### src/wkt_defines.vh
// Register map, field layout and reset values of the wake-up timer
`ifndef WKT_DEFINES_VH
`define WKT_DEFINES_VH

`define WKT_ADDR_RELOAD      32'hffff0340
`define WKT_ADDR_COUNT       32'hffff0344
`define WKT_ADDR_CONTROL     32'hffff0348
`define WKT_ADDR_CLEAR       32'hffff034c
`define WKT_ADDR_IRQ_STATUS  32'hffff0350
`define WKT_ADDR_IRQ_MASK    32'hffff0354

`define WKT_RELOAD_RESET     32'h00000000
`define WKT_COUNT_RESET      32'h0fffffff
`define WKT_CONTROL_RESET    16'h0000
`define WKT_CONTROL_WMASK    16'h07ff

`define WKT_CLKSEL_MSB       10
`define WKT_CLKSEL_LSB       9
`define WKT_DIR_BIT          8
`define WKT_EN_BIT           7
`define WKT_PERIODIC_BIT     6
`define WKT_FORMAT_MSB       5
`define WKT_FORMAT_LSB       4
`define WKT_SCALE_MSB        3
`define WKT_SCALE_LSB        0

`define WKT_SRC_LP_OSC       2'h0
`define WKT_SRC_CORE_DIV     2'h1
`define WKT_SRC_CRYSTAL      2'h2
`define WKT_SRC_FAST         2'h3

`define WKT_SCALE_DIV1       4'h0
`define WKT_SCALE_DIV16      4'h4
`define WKT_SCALE_DIV256     4'h8
`define WKT_SCALE_DIV32768   4'hf

`define WKT_FMT_BINARY       2'h0
`define WKT_FMT_TOD23        2'h2
`define WKT_FMT_TOD255       2'h3
`define WKT_TOD_HMAX23       8'h17
`define WKT_TOD_HMAX255      8'hff
`define WKT_TOD_CENT_MAX     8'h63
`define WKT_TOD_SECMIN_MAX   8'h3b

`define WKT_IRQ_TIMEOUT_BIT  0
`define WKT_IRQ_WIDTH        1

`endif

### src/wkt_timer.v
// Wake-up timer: 32-bit up/down counter with prescaler, time-of-day format and Wishbone registers
//
// Our own choice: the Wishbone interface to the registers.
`timescale 1ns/10ps
`include "wkt_defines.vh"

module wkt_timer (
  input  wire        ref_clk,
  input  wire        nrst,
  input  wire [31:0] wb_adr_i,
  input  wire [31:0] wb_dat_i,
  input  wire [3:0]  wb_sel_i,
  input  wire        wb_we_i,
  input  wire        wb_cyc_i,
  input  wire        wb_stb_i,
  output reg  [31:0] wb_dat_o,
  output reg         wb_ack_o,
  input  wire        lp_osc_clk,
  input  wire        core_div_clk,
  input  wire        external_crystal_input,
  input  wire        fast_osc_clk,
  output reg         irq
);

  // Prescale terminal count for each legal code; undefined codes fall back to /1
  function [14:0] wkt_scale_limit;
    input [3:0] code;
    begin
      case (code)
        `WKT_SCALE_DIV16:    wkt_scale_limit = 15'h000f;
        `WKT_SCALE_DIV256:   wkt_scale_limit = 15'h00ff;
        `WKT_SCALE_DIV32768: wkt_scale_limit = 15'h7fff;
        default:             wkt_scale_limit = 15'h0000;
      endcase
    end
  endfunction

  // Merge a write word into a register, one byte lane at a time
  function [31:0] wkt_lane_merge;
    input [31:0] old_val;
    input [31:0] new_val;
    input [3:0]  lanes;
    reg   [31:0] acc;
    integer      b;
    begin
      acc = old_val;
      for (b = 0; b < 4; b = b + 1) begin
        if (lanes[b]) begin
          acc[b*8 +: 8] = new_val[b*8 +: 8];
        end
      end
      wkt_lane_merge = acc;
    end
  endfunction

  // One plain binary step; MSB is the wrap flag
  function [32:0] wkt_bin_step;
    input [31:0] v;
    input        up;
    begin
      if (up) begin
        wkt_bin_step = {v == 32'hffffffff, v + 32'h00000001};
      end else begin
        wkt_bin_step = {v == 32'h00000000, v - 32'h00000001};
      end
    end
  endfunction

  // One step of the packed hours:minutes:seconds:hundredths count; MSB is the wrap flag
  function [32:0] wkt_tod_step;
    input [31:0] v;
    input        up;
    input [7:0]  hmax;
    reg   [7:0]  h;
    reg   [7:0]  m;
    reg   [7:0]  s;
    reg   [7:0]  c;
    reg          cy;
    begin
      h  = v[31:24];
      m  = v[23:16];
      s  = v[15:8];
      c  = v[7:0];
      cy = 1'b0;
      if (up) begin
        if (c >= `WKT_TOD_CENT_MAX) begin
          c = 8'h00;
          if (s >= `WKT_TOD_SECMIN_MAX) begin
            s = 8'h00;
            if (m >= `WKT_TOD_SECMIN_MAX) begin
              m = 8'h00;
              if (h >= hmax) begin
                h  = 8'h00;
                cy = 1'b1;
              end else begin
                h = h + 8'h01;
              end
            end else begin
              m = m + 8'h01;
            end
          end else begin
            s = s + 8'h01;
          end
        end else begin
          c = c + 8'h01;
        end
      end else begin
        if (c == 8'h00) begin
          c = `WKT_TOD_CENT_MAX;
          if (s == 8'h00) begin
            s = `WKT_TOD_SECMIN_MAX;
            if (m == 8'h00) begin
              m = `WKT_TOD_SECMIN_MAX;
              if (h == 8'h00) begin
                h  = hmax;
                cy = 1'b1;
              end else begin
                h = h - 8'h01;
              end
            end else begin
              m = m - 8'h01;
            end
          end else begin
            s = s - 8'h01;
          end
        end else begin
          c = c - 8'h01;
        end
      end
      wkt_tod_step = {cy, h, m, s, c};
    end
  endfunction

  reg  [31:0] reload_value;
  reg  [31:0] current_count;
  reg  [15:0] timer_control;
  reg  [`WKT_IRQ_WIDTH-1:0] irq_status;
  reg  [`WKT_IRQ_WIDTH-1:0] irq_mask;
  reg  [14:0] pre_cnt;
  reg  [3:0]  src_meta;
  reg  [3:0]  src_sync;
  reg         src_prev;

  reg  [31:0] next_count;
  reg  [14:0] next_pre_cnt;
  reg         timeout;
  reg  [31:0] stepped;
  reg         wrapped;
  reg  [32:0] tod_res;
  reg  [31:0] rd_data;
  reg  [31:0] next_reload;
  reg  [15:0] next_control;
  reg  [31:0] ctl_merged;
  reg  [`WKT_IRQ_WIDTH-1:0] next_mask;
  reg  [`WKT_IRQ_WIDTH-1:0] next_status;
  reg  [31:0] next_dat;
  reg         next_ack;
  reg         next_irq;

  wire [1:0]  clock_source_select = timer_control[`WKT_CLKSEL_MSB:`WKT_CLKSEL_LSB];
  wire        count_direction     = timer_control[`WKT_DIR_BIT];
  wire        timer_enable        = timer_control[`WKT_EN_BIT];
  wire        periodic_select     = timer_control[`WKT_PERIODIC_BIT];
  wire [1:0]  count_format        = timer_control[`WKT_FORMAT_MSB:`WKT_FORMAT_LSB];
  wire [3:0]  prescale_select     = timer_control[`WKT_SCALE_MSB:`WKT_SCALE_LSB];

  wire        access   = wb_cyc_i & wb_stb_i & ~wb_ack_o;
  wire        wr       = access & wb_we_i;

  // Full 32-bit compares; a partial decode would alias the neighbouring timers
  wire        hit_reload  = (wb_adr_i == `WKT_ADDR_RELOAD);
  wire        hit_control = (wb_adr_i == `WKT_ADDR_CONTROL);
  wire        hit_clear   = (wb_adr_i == `WKT_ADDR_CLEAR);
  wire        hit_status  = (wb_adr_i == `WKT_ADDR_IRQ_STATUS);
  wire        hit_mask    = (wb_adr_i == `WKT_ADDR_IRQ_MASK);
  wire        wr_clear    = wr & hit_clear;

  // Undefined prescale codes fall back to /1
  wire [14:0] pre_limit   = wkt_scale_limit(prescale_select);

  // Source pins are asynchronous; two stages before anything looks at them
  always @(posedge ref_clk) begin
    if (!nrst) begin
      src_meta <= 4'h0;
      src_sync <= 4'h0;
    end else begin
      src_meta <= {fast_osc_clk, external_crystal_input, core_div_clk, lp_osc_clk};
      src_sync <= src_meta;
    end
  end

  // Selected source, rising edge detect
  wire src_sel  = src_sync[clock_source_select];
  wire src_rise = src_sel & ~src_prev;

  always @(posedge ref_clk) begin
    if (!nrst) begin
      src_prev <= 1'b0;
    end else begin
      src_prev <= src_sel;
    end
  end

  // Prescaler and counter step
  // ref_clk never stops with the core clock, so counting goes on while the core sleeps
  always @* begin
    next_pre_cnt = pre_cnt;
    next_count   = current_count;
    timeout      = 1'b0;
    stepped      = current_count;
    wrapped      = 1'b0;
    tod_res      = 33'h000000000;
    if (count_format == `WKT_FMT_TOD23) begin
      tod_res = wkt_tod_step(current_count, count_direction, `WKT_TOD_HMAX23);
    end else begin
      tod_res = wkt_tod_step(current_count, count_direction, `WKT_TOD_HMAX255);
    end
    if (count_format[1]) begin
      stepped = tod_res[31:0];
      wrapped = tod_res[32];
    end else begin
      {wrapped, stepped} = wkt_bin_step(current_count, count_direction);
    end

    if (!timer_enable) begin
      next_pre_cnt = 15'h0000;
    end else if (src_rise) begin
      if (pre_cnt >= pre_limit) begin
        next_pre_cnt = 15'h0000;
        timeout      = wrapped;
        if (wrapped && periodic_select) begin
          next_count = reload_value;
        end else begin
          next_count = stepped;
        end
      end else begin
        next_pre_cnt = pre_cnt + 15'h0001;
      end
    end
    // A clear write restarts the count from the reload value at once
    if (wr_clear) begin
      next_count   = reload_value;
      next_pre_cnt = 15'h0000;
    end
  end

  always @(posedge ref_clk) begin
    if (!nrst) begin
      pre_cnt       <= 15'h0000;
      current_count <= `WKT_COUNT_RESET;
    end else begin
      pre_cnt       <= next_pre_cnt;
      current_count <= next_count;
    end
  end

  // Next register values; writes land at the take edge, byte lanes honoured
  always @* begin
    next_reload  = reload_value;
    next_control = timer_control;
    next_mask    = irq_mask;
    next_status  = irq_status;
    ctl_merged   = wkt_lane_merge({16'h0000, timer_control}, wb_dat_i, wb_sel_i);

    if (wr && hit_reload) begin
      next_reload = wkt_lane_merge(reload_value, wb_dat_i, wb_sel_i);
    end

    // Reserved bits 15:11 never stored, so they always read back zero
    if (wr && hit_control) begin
      next_control = ctl_merged[15:0] & `WKT_CONTROL_WMASK;
    end

    if (wr && hit_mask && wb_sel_i[0]) begin
      next_mask = wb_dat_i[`WKT_IRQ_WIDTH-1:0];
    end

    // Set beats clear, so a timeout that lands with the clear is not lost
    if (wr_clear) begin
      next_status = {`WKT_IRQ_WIDTH{1'b0}};
    end else if (wr && hit_status && wb_sel_i[0]) begin
      next_status = irq_status & ~wb_dat_i[`WKT_IRQ_WIDTH-1:0];
    end
    if (timeout) begin
      next_status[`WKT_IRQ_TIMEOUT_BIT] = 1'b1;
    end
  end

  always @(posedge ref_clk) begin
    if (!nrst) begin
      reload_value  <= `WKT_RELOAD_RESET;
      timer_control <= `WKT_CONTROL_RESET;
      irq_mask      <= {`WKT_IRQ_WIDTH{1'b0}};
      irq_status    <= {`WKT_IRQ_WIDTH{1'b0}};
    end else begin
      reload_value  <= next_reload;
      timer_control <= next_control;
      irq_mask      <= next_mask;
      irq_status    <= next_status;
    end
  end

  // Read mux; the clear register and unmapped addresses read zero
  always @* begin
    case (wb_adr_i)
      `WKT_ADDR_RELOAD: begin
        rd_data = reload_value;
      end
      `WKT_ADDR_COUNT: begin
        rd_data = current_count;
      end
      `WKT_ADDR_CONTROL: begin
        rd_data = {16'h0000, timer_control & `WKT_CONTROL_WMASK};
      end
      `WKT_ADDR_IRQ_STATUS: begin
        rd_data = {{(32-`WKT_IRQ_WIDTH){1'b0}}, irq_status};
      end
      `WKT_ADDR_IRQ_MASK: begin
        rd_data = {{(32-`WKT_IRQ_WIDTH){1'b0}}, irq_mask};
      end
      default: begin
        rd_data = 32'h00000000;
      end
    endcase
  end

  // One-cycle ack, every address answered so a stray access cannot hang the bus
  // Read data held between reads, so a slow master may still pick it up
  always @* begin
    next_ack = access;
    next_dat = wb_dat_o;
    if (access && !wb_we_i) begin
      next_dat = rd_data;
    end
    next_irq = |(irq_status & irq_mask);
  end

  // Every output leaves a flip-flop; irq trails the status by one cycle
  always @(posedge ref_clk) begin
    if (!nrst) begin
      wb_ack_o <= 1'b0;
      wb_dat_o <= 32'h00000000;
      irq      <= 1'b0;
    end else begin
      wb_ack_o <= next_ack;
      wb_dat_o <= next_dat;
      irq      <= next_irq;
    end
  end

endmodule

### config.mk
export PLATFORM = sky130hd
export DESIGN_NAME = wkt_timer
export DESIGN_NICKNAME = d
export VERILOG_FILES = /design/src/wkt_timer.v
export VERILOG_INCLUDE_DIRS = /design/src
export SDC_FILE = /design/constraint.sdc
export NUM_CORES = 1
export LEC_CHECK = 0
export ABC_AREA = 1
export BUFFER_PORTS_ARGS = -buffer_cell sky130_fd_sc_hd__buf_4
export CORE_MARGIN = 3
export CORE_UTILIZATION = 45
export DETAILED_ROUTE_END_ITERATION = 16
export PLACE_DENSITY = 0.75
export SLEW_MARGIN = 20
export SYNTH_ARGS = -nofsm -noshare
export SYNTH_HDL_FRONTEND = slang
export SYNTH_SLANG_ARGS = --single-unit
### constraint.sdc
create_clock -name ref_clk -period 6.85 [get_ports ref_clk]
set_clock_uncertainty 0.05 [all_clocks]
set_input_delay 1.37 -clock ref_clk [delete_from_list [all_inputs] [get_ports ref_clk]]
set_output_delay 1.37 -clock ref_clk [all_outputs]
set_load 0.05 [all_outputs]
==> results.json <==
{
  "period_needed_ns": 3.42,
  "cts.sinks": 135,
  "synth.most_common_cell": "nand2_1",
  "first_global_vias": 10400,
  "diodes": 0,
  "core_um2": 22200,
  "post_synth.cell_area_avg_um2": 6.28,
  "slew_headroom": 0.272,
  "clk_latency_ns": 0.43,
  "hold_path_class": "reg -> reg",
  "syn_inst": 1655,
  "synth_compound_area_frac": 0.185,
  "ioPinCount": 111,
  "drtAntennaViolNets": 0,
  "fin_setup_tns_ns": 0,
  "cts_buffer_depth": 2,
  "syn_area_um2": 10400,
  "synth_commonest_cells": "439 x nand2_1, 181 x inv_1, 164 x nor2_1, 140 x a21oi_1, 135 x dfxtp_1",
  "rsz0062_at_grt": "no",
  "synth_top_cell_by_area": "dfxtp_1",
  "worst_path_max_delay_cell": "a31oi_1",
  "numPortBuffers": 110,
  "maxCapViolCount": 0,
  "cts_resized": 0,
  "dr.pass1.iters": 6,
  "root_buffer": "clkbuf_16",
  "die_w_um": 158,
  "seqPwrFrac": 0.431,
  "rows": 54,
  "hold_viol": 0,
  "track_usage": 0.262,
  "cp.required_ns": 7.18,
  "synth.area.mux_share": 0,
  "synth-simple-area-share": 0.361,
  "cts-buffers-inserted": 17,
  "crit_top_cell": "nand2_1",
  "ys_ff_latch": 135,
  "drive_gt1_frac": 0.122,
  "hold_buffers": 0,
  "switching_share": 0.234,
  "p_leak_nw": 5.36,
  "status": "complete, no violations",
  "dieArea_um2": 25000,
  "dp_hpwl_mm": 25.1,
  "comb_power_share": 0.043,
  "async_flop_share": 0,
  "path_clk_slew_ns": 0.07,
  "path_class": "reg -> reg",
  "max_freq_mhz": 292,
  "drc": 0,
  "start_kind": "register",
  "finalMaxSlewViolations": 0,
  "p_switching_mw": 0.429,
  "cts_max_level": 4,
  "synth_edf_count": 0,
  "via_count": 11400,
  "cts_tree": "yes",
  "synth_top_area_frac": 0.260,
  "cp_max_fo": 14,
  "period_share": 0.500,
  "grt_start_max_net_pins": 70,
  "totalWireLength_mm": 33.1,
  "synthXorXnorAreaFrac": 0.0278,
  "synth.distinct_cells": 55,
  "path_cells": "inv_1, nor4_1, inv_1, nand2_1, a31oi_1, inv_1, ha_1, nand4_1, nor2_1, nand2_1, nand4_2, nand2_1, nor2_1, nand3_2, a21oi_1, nand2_1, nand2_1",
  "worst_slew_pin_slew_ns": 1.09,
  "area_delta_synth_final_pct": 15.3,
  "synth_top_family_by_area": "simple AND/OR/NAND/NOR gates",
  "start_util": 0.468,
  "vias_per_cell": 5.62,
  "yosysWarnings": 0,
  "nets": 1877,
  "die_y_um": 158,
  "yosys.area_share.adder": 0.0705,
  "grt_pass1_wl_mm": 52.8,
  "wl_per_cell_um": 16.3,
  "fin_cells": 2034,
  "dp_cells": 2003,
  "gp_congestion": 0.968,
  "seqCellArea_um2": 2700,
  "postCtsSetupRepairBufs": 0,
  "pwr-share-clk": 0.526,
  "antenna_found_initial": 0,
  "synth_ff_type": "dfxtp_1",
  "seq_area_frac_synth": 0.260,
  "peakVddDrop_uv": 126,
  "end_kind": "register",
  "drtIter0Drc": 1179,
  "crit_family": "simple AND/OR/NAND/NOR gates",
  "syn-num-nets": 1790,
  "yosys-top-cells-area": "dfxtp_1 26%, nand2_1 16%, ha_1 6.9%",
  "overflow": 0,
  "crit_path_max_incr_delay_ns": 0.52,
  "finalSetupViolations": 0,
  "worstPathArrival_ns": 3.75,
  "critical_path_buf_inv_count": 3,
  "multi_input_area_um2": 6710,
  "power.density_nw_per_um2": 153,
  "n_fill_cell": 2162,
  "cellInternalPower_mw": 1.40
}
## layout by cell type, fill, tap and decap left out, drive strengths merged, types with 7 or more instances in the layout
master	count
o22ai	23
o211ai	16
nor3	55
clkbuf	18
buf	115
o21ai	121
a31oi	7
nand3b	12
nand3	119
inv	194
nand4	26
a21oi	145
o21bai	7
nor2	175
xor2	30
dfxtp	135
nand2	444
ha	57
clkinv	15
## logic make-up (layout without fill, tap and decap cells)
logic type / count (synthesis) / after routing
buf+inv: 246 / 345
compound gates: 337 / 337
flops: 135 / 135
fa+ha+maj: 58 / 58
simple gates: 846 / 846
xor+xnor: 33 / 33
## power groups by stage
stage / Sequential [mW] / Combinational [mW] / Clock [mW]
floorplan: 0.808 / 0.0290 / 0
global placement: 0.806 / 0.0758 / 0
detailed placement: 0.806 / 0.0774 / 0
CTS: 0.789 / 0.0775 / 0.967
global route: 0.789 / 0.0851 / 1.00
finish: 0.789 / 0.0781 / 0.961
## final timing paths
| path | slack (ns) | to | from | depth (start not counted) |
|---|---|---|---|---|
| worst min register to register | 0.36 | src_sync[2] | src_meta[2] | 2 |
| worst min-delay path | 0.36 | src_sync[2] | src_meta[2] | 2 |
| worst max-delay path | 3.43 | current_count[27] | timer_control[2] | 17 |
| worst max register to register | 3.43 | current_count[27] | timer_control[2] | 17 |
## area by class of cell
type                            count  share of cell area
Clock buffer                       18              0.0358
Timing Repair Buffer              115              0.0721
Inverter                          199              0.0632
Sequential cell                   135               0.226
Clock inverter                     13              0.0144
Tap cell                          280              0.0292
Multi-Input combinational cell   1274               0.560
## registers in the layout (all words and copies together), names as in the netlist
register       count
irq_mask           1
reload_value      32
src_meta           4
current_count     32
irq                1
pre_cnt           15
src_sync           4
irq_status         1
wb_ack_o           1
timer_control     11
wb_dat_o          32
src_prev           1
## worst register-to-register path, cell delays in order (launching register included)
cell	delay (ns)
dfxtp_1	0.31
inv_1	0.12
nor4_1	0.07
inv_1	0.25
nand2_1	0.19
a31oi_1	0.52
inv_1	0.10
ha_1	0.30
nand4_1	0.09
nor2_1	0.11
nand2_1	0.08
nand4_2	0.16
nand2_1	0.07
nor2_1	0.14
nand3_2	0.32
a21oi_1	0.36
nand2_1	0.08
nand2_1	0.06
## per-stage QoR
stage / util / power [mW] / cell area, µm² / hold WS, ns / setup WS (ns)
after floorplan: - / 0.837 / 10400 / 0.340 / 3.81
after global placement: 0.512 / 0.882 / 11400 / 0.346 / 3.07
after detailed placement: 0.512 / 0.884 / 11400 / 0.348 / 3.35
after CTS: 0.539 / 1.83 / 12000 / 0.362 / 3.51
after global routing: 0.539 / 1.87 / 12000 / 0.376 / 3.25
final: 0.539 / 1.83 / 12000 / 0.360 / 3.43
## routing by layer
layer  GRT usage  vias to the layer above  share of wire
li1            -                     5656              -
met1       0.370                     5236           0.45
met2       0.408                      481           0.44
met3      0.0500                       53          0.085
met4      0.0782                        0          0.021
met5           0                        -              0
No activity file was read; power rests on OpenSTA's default activity.
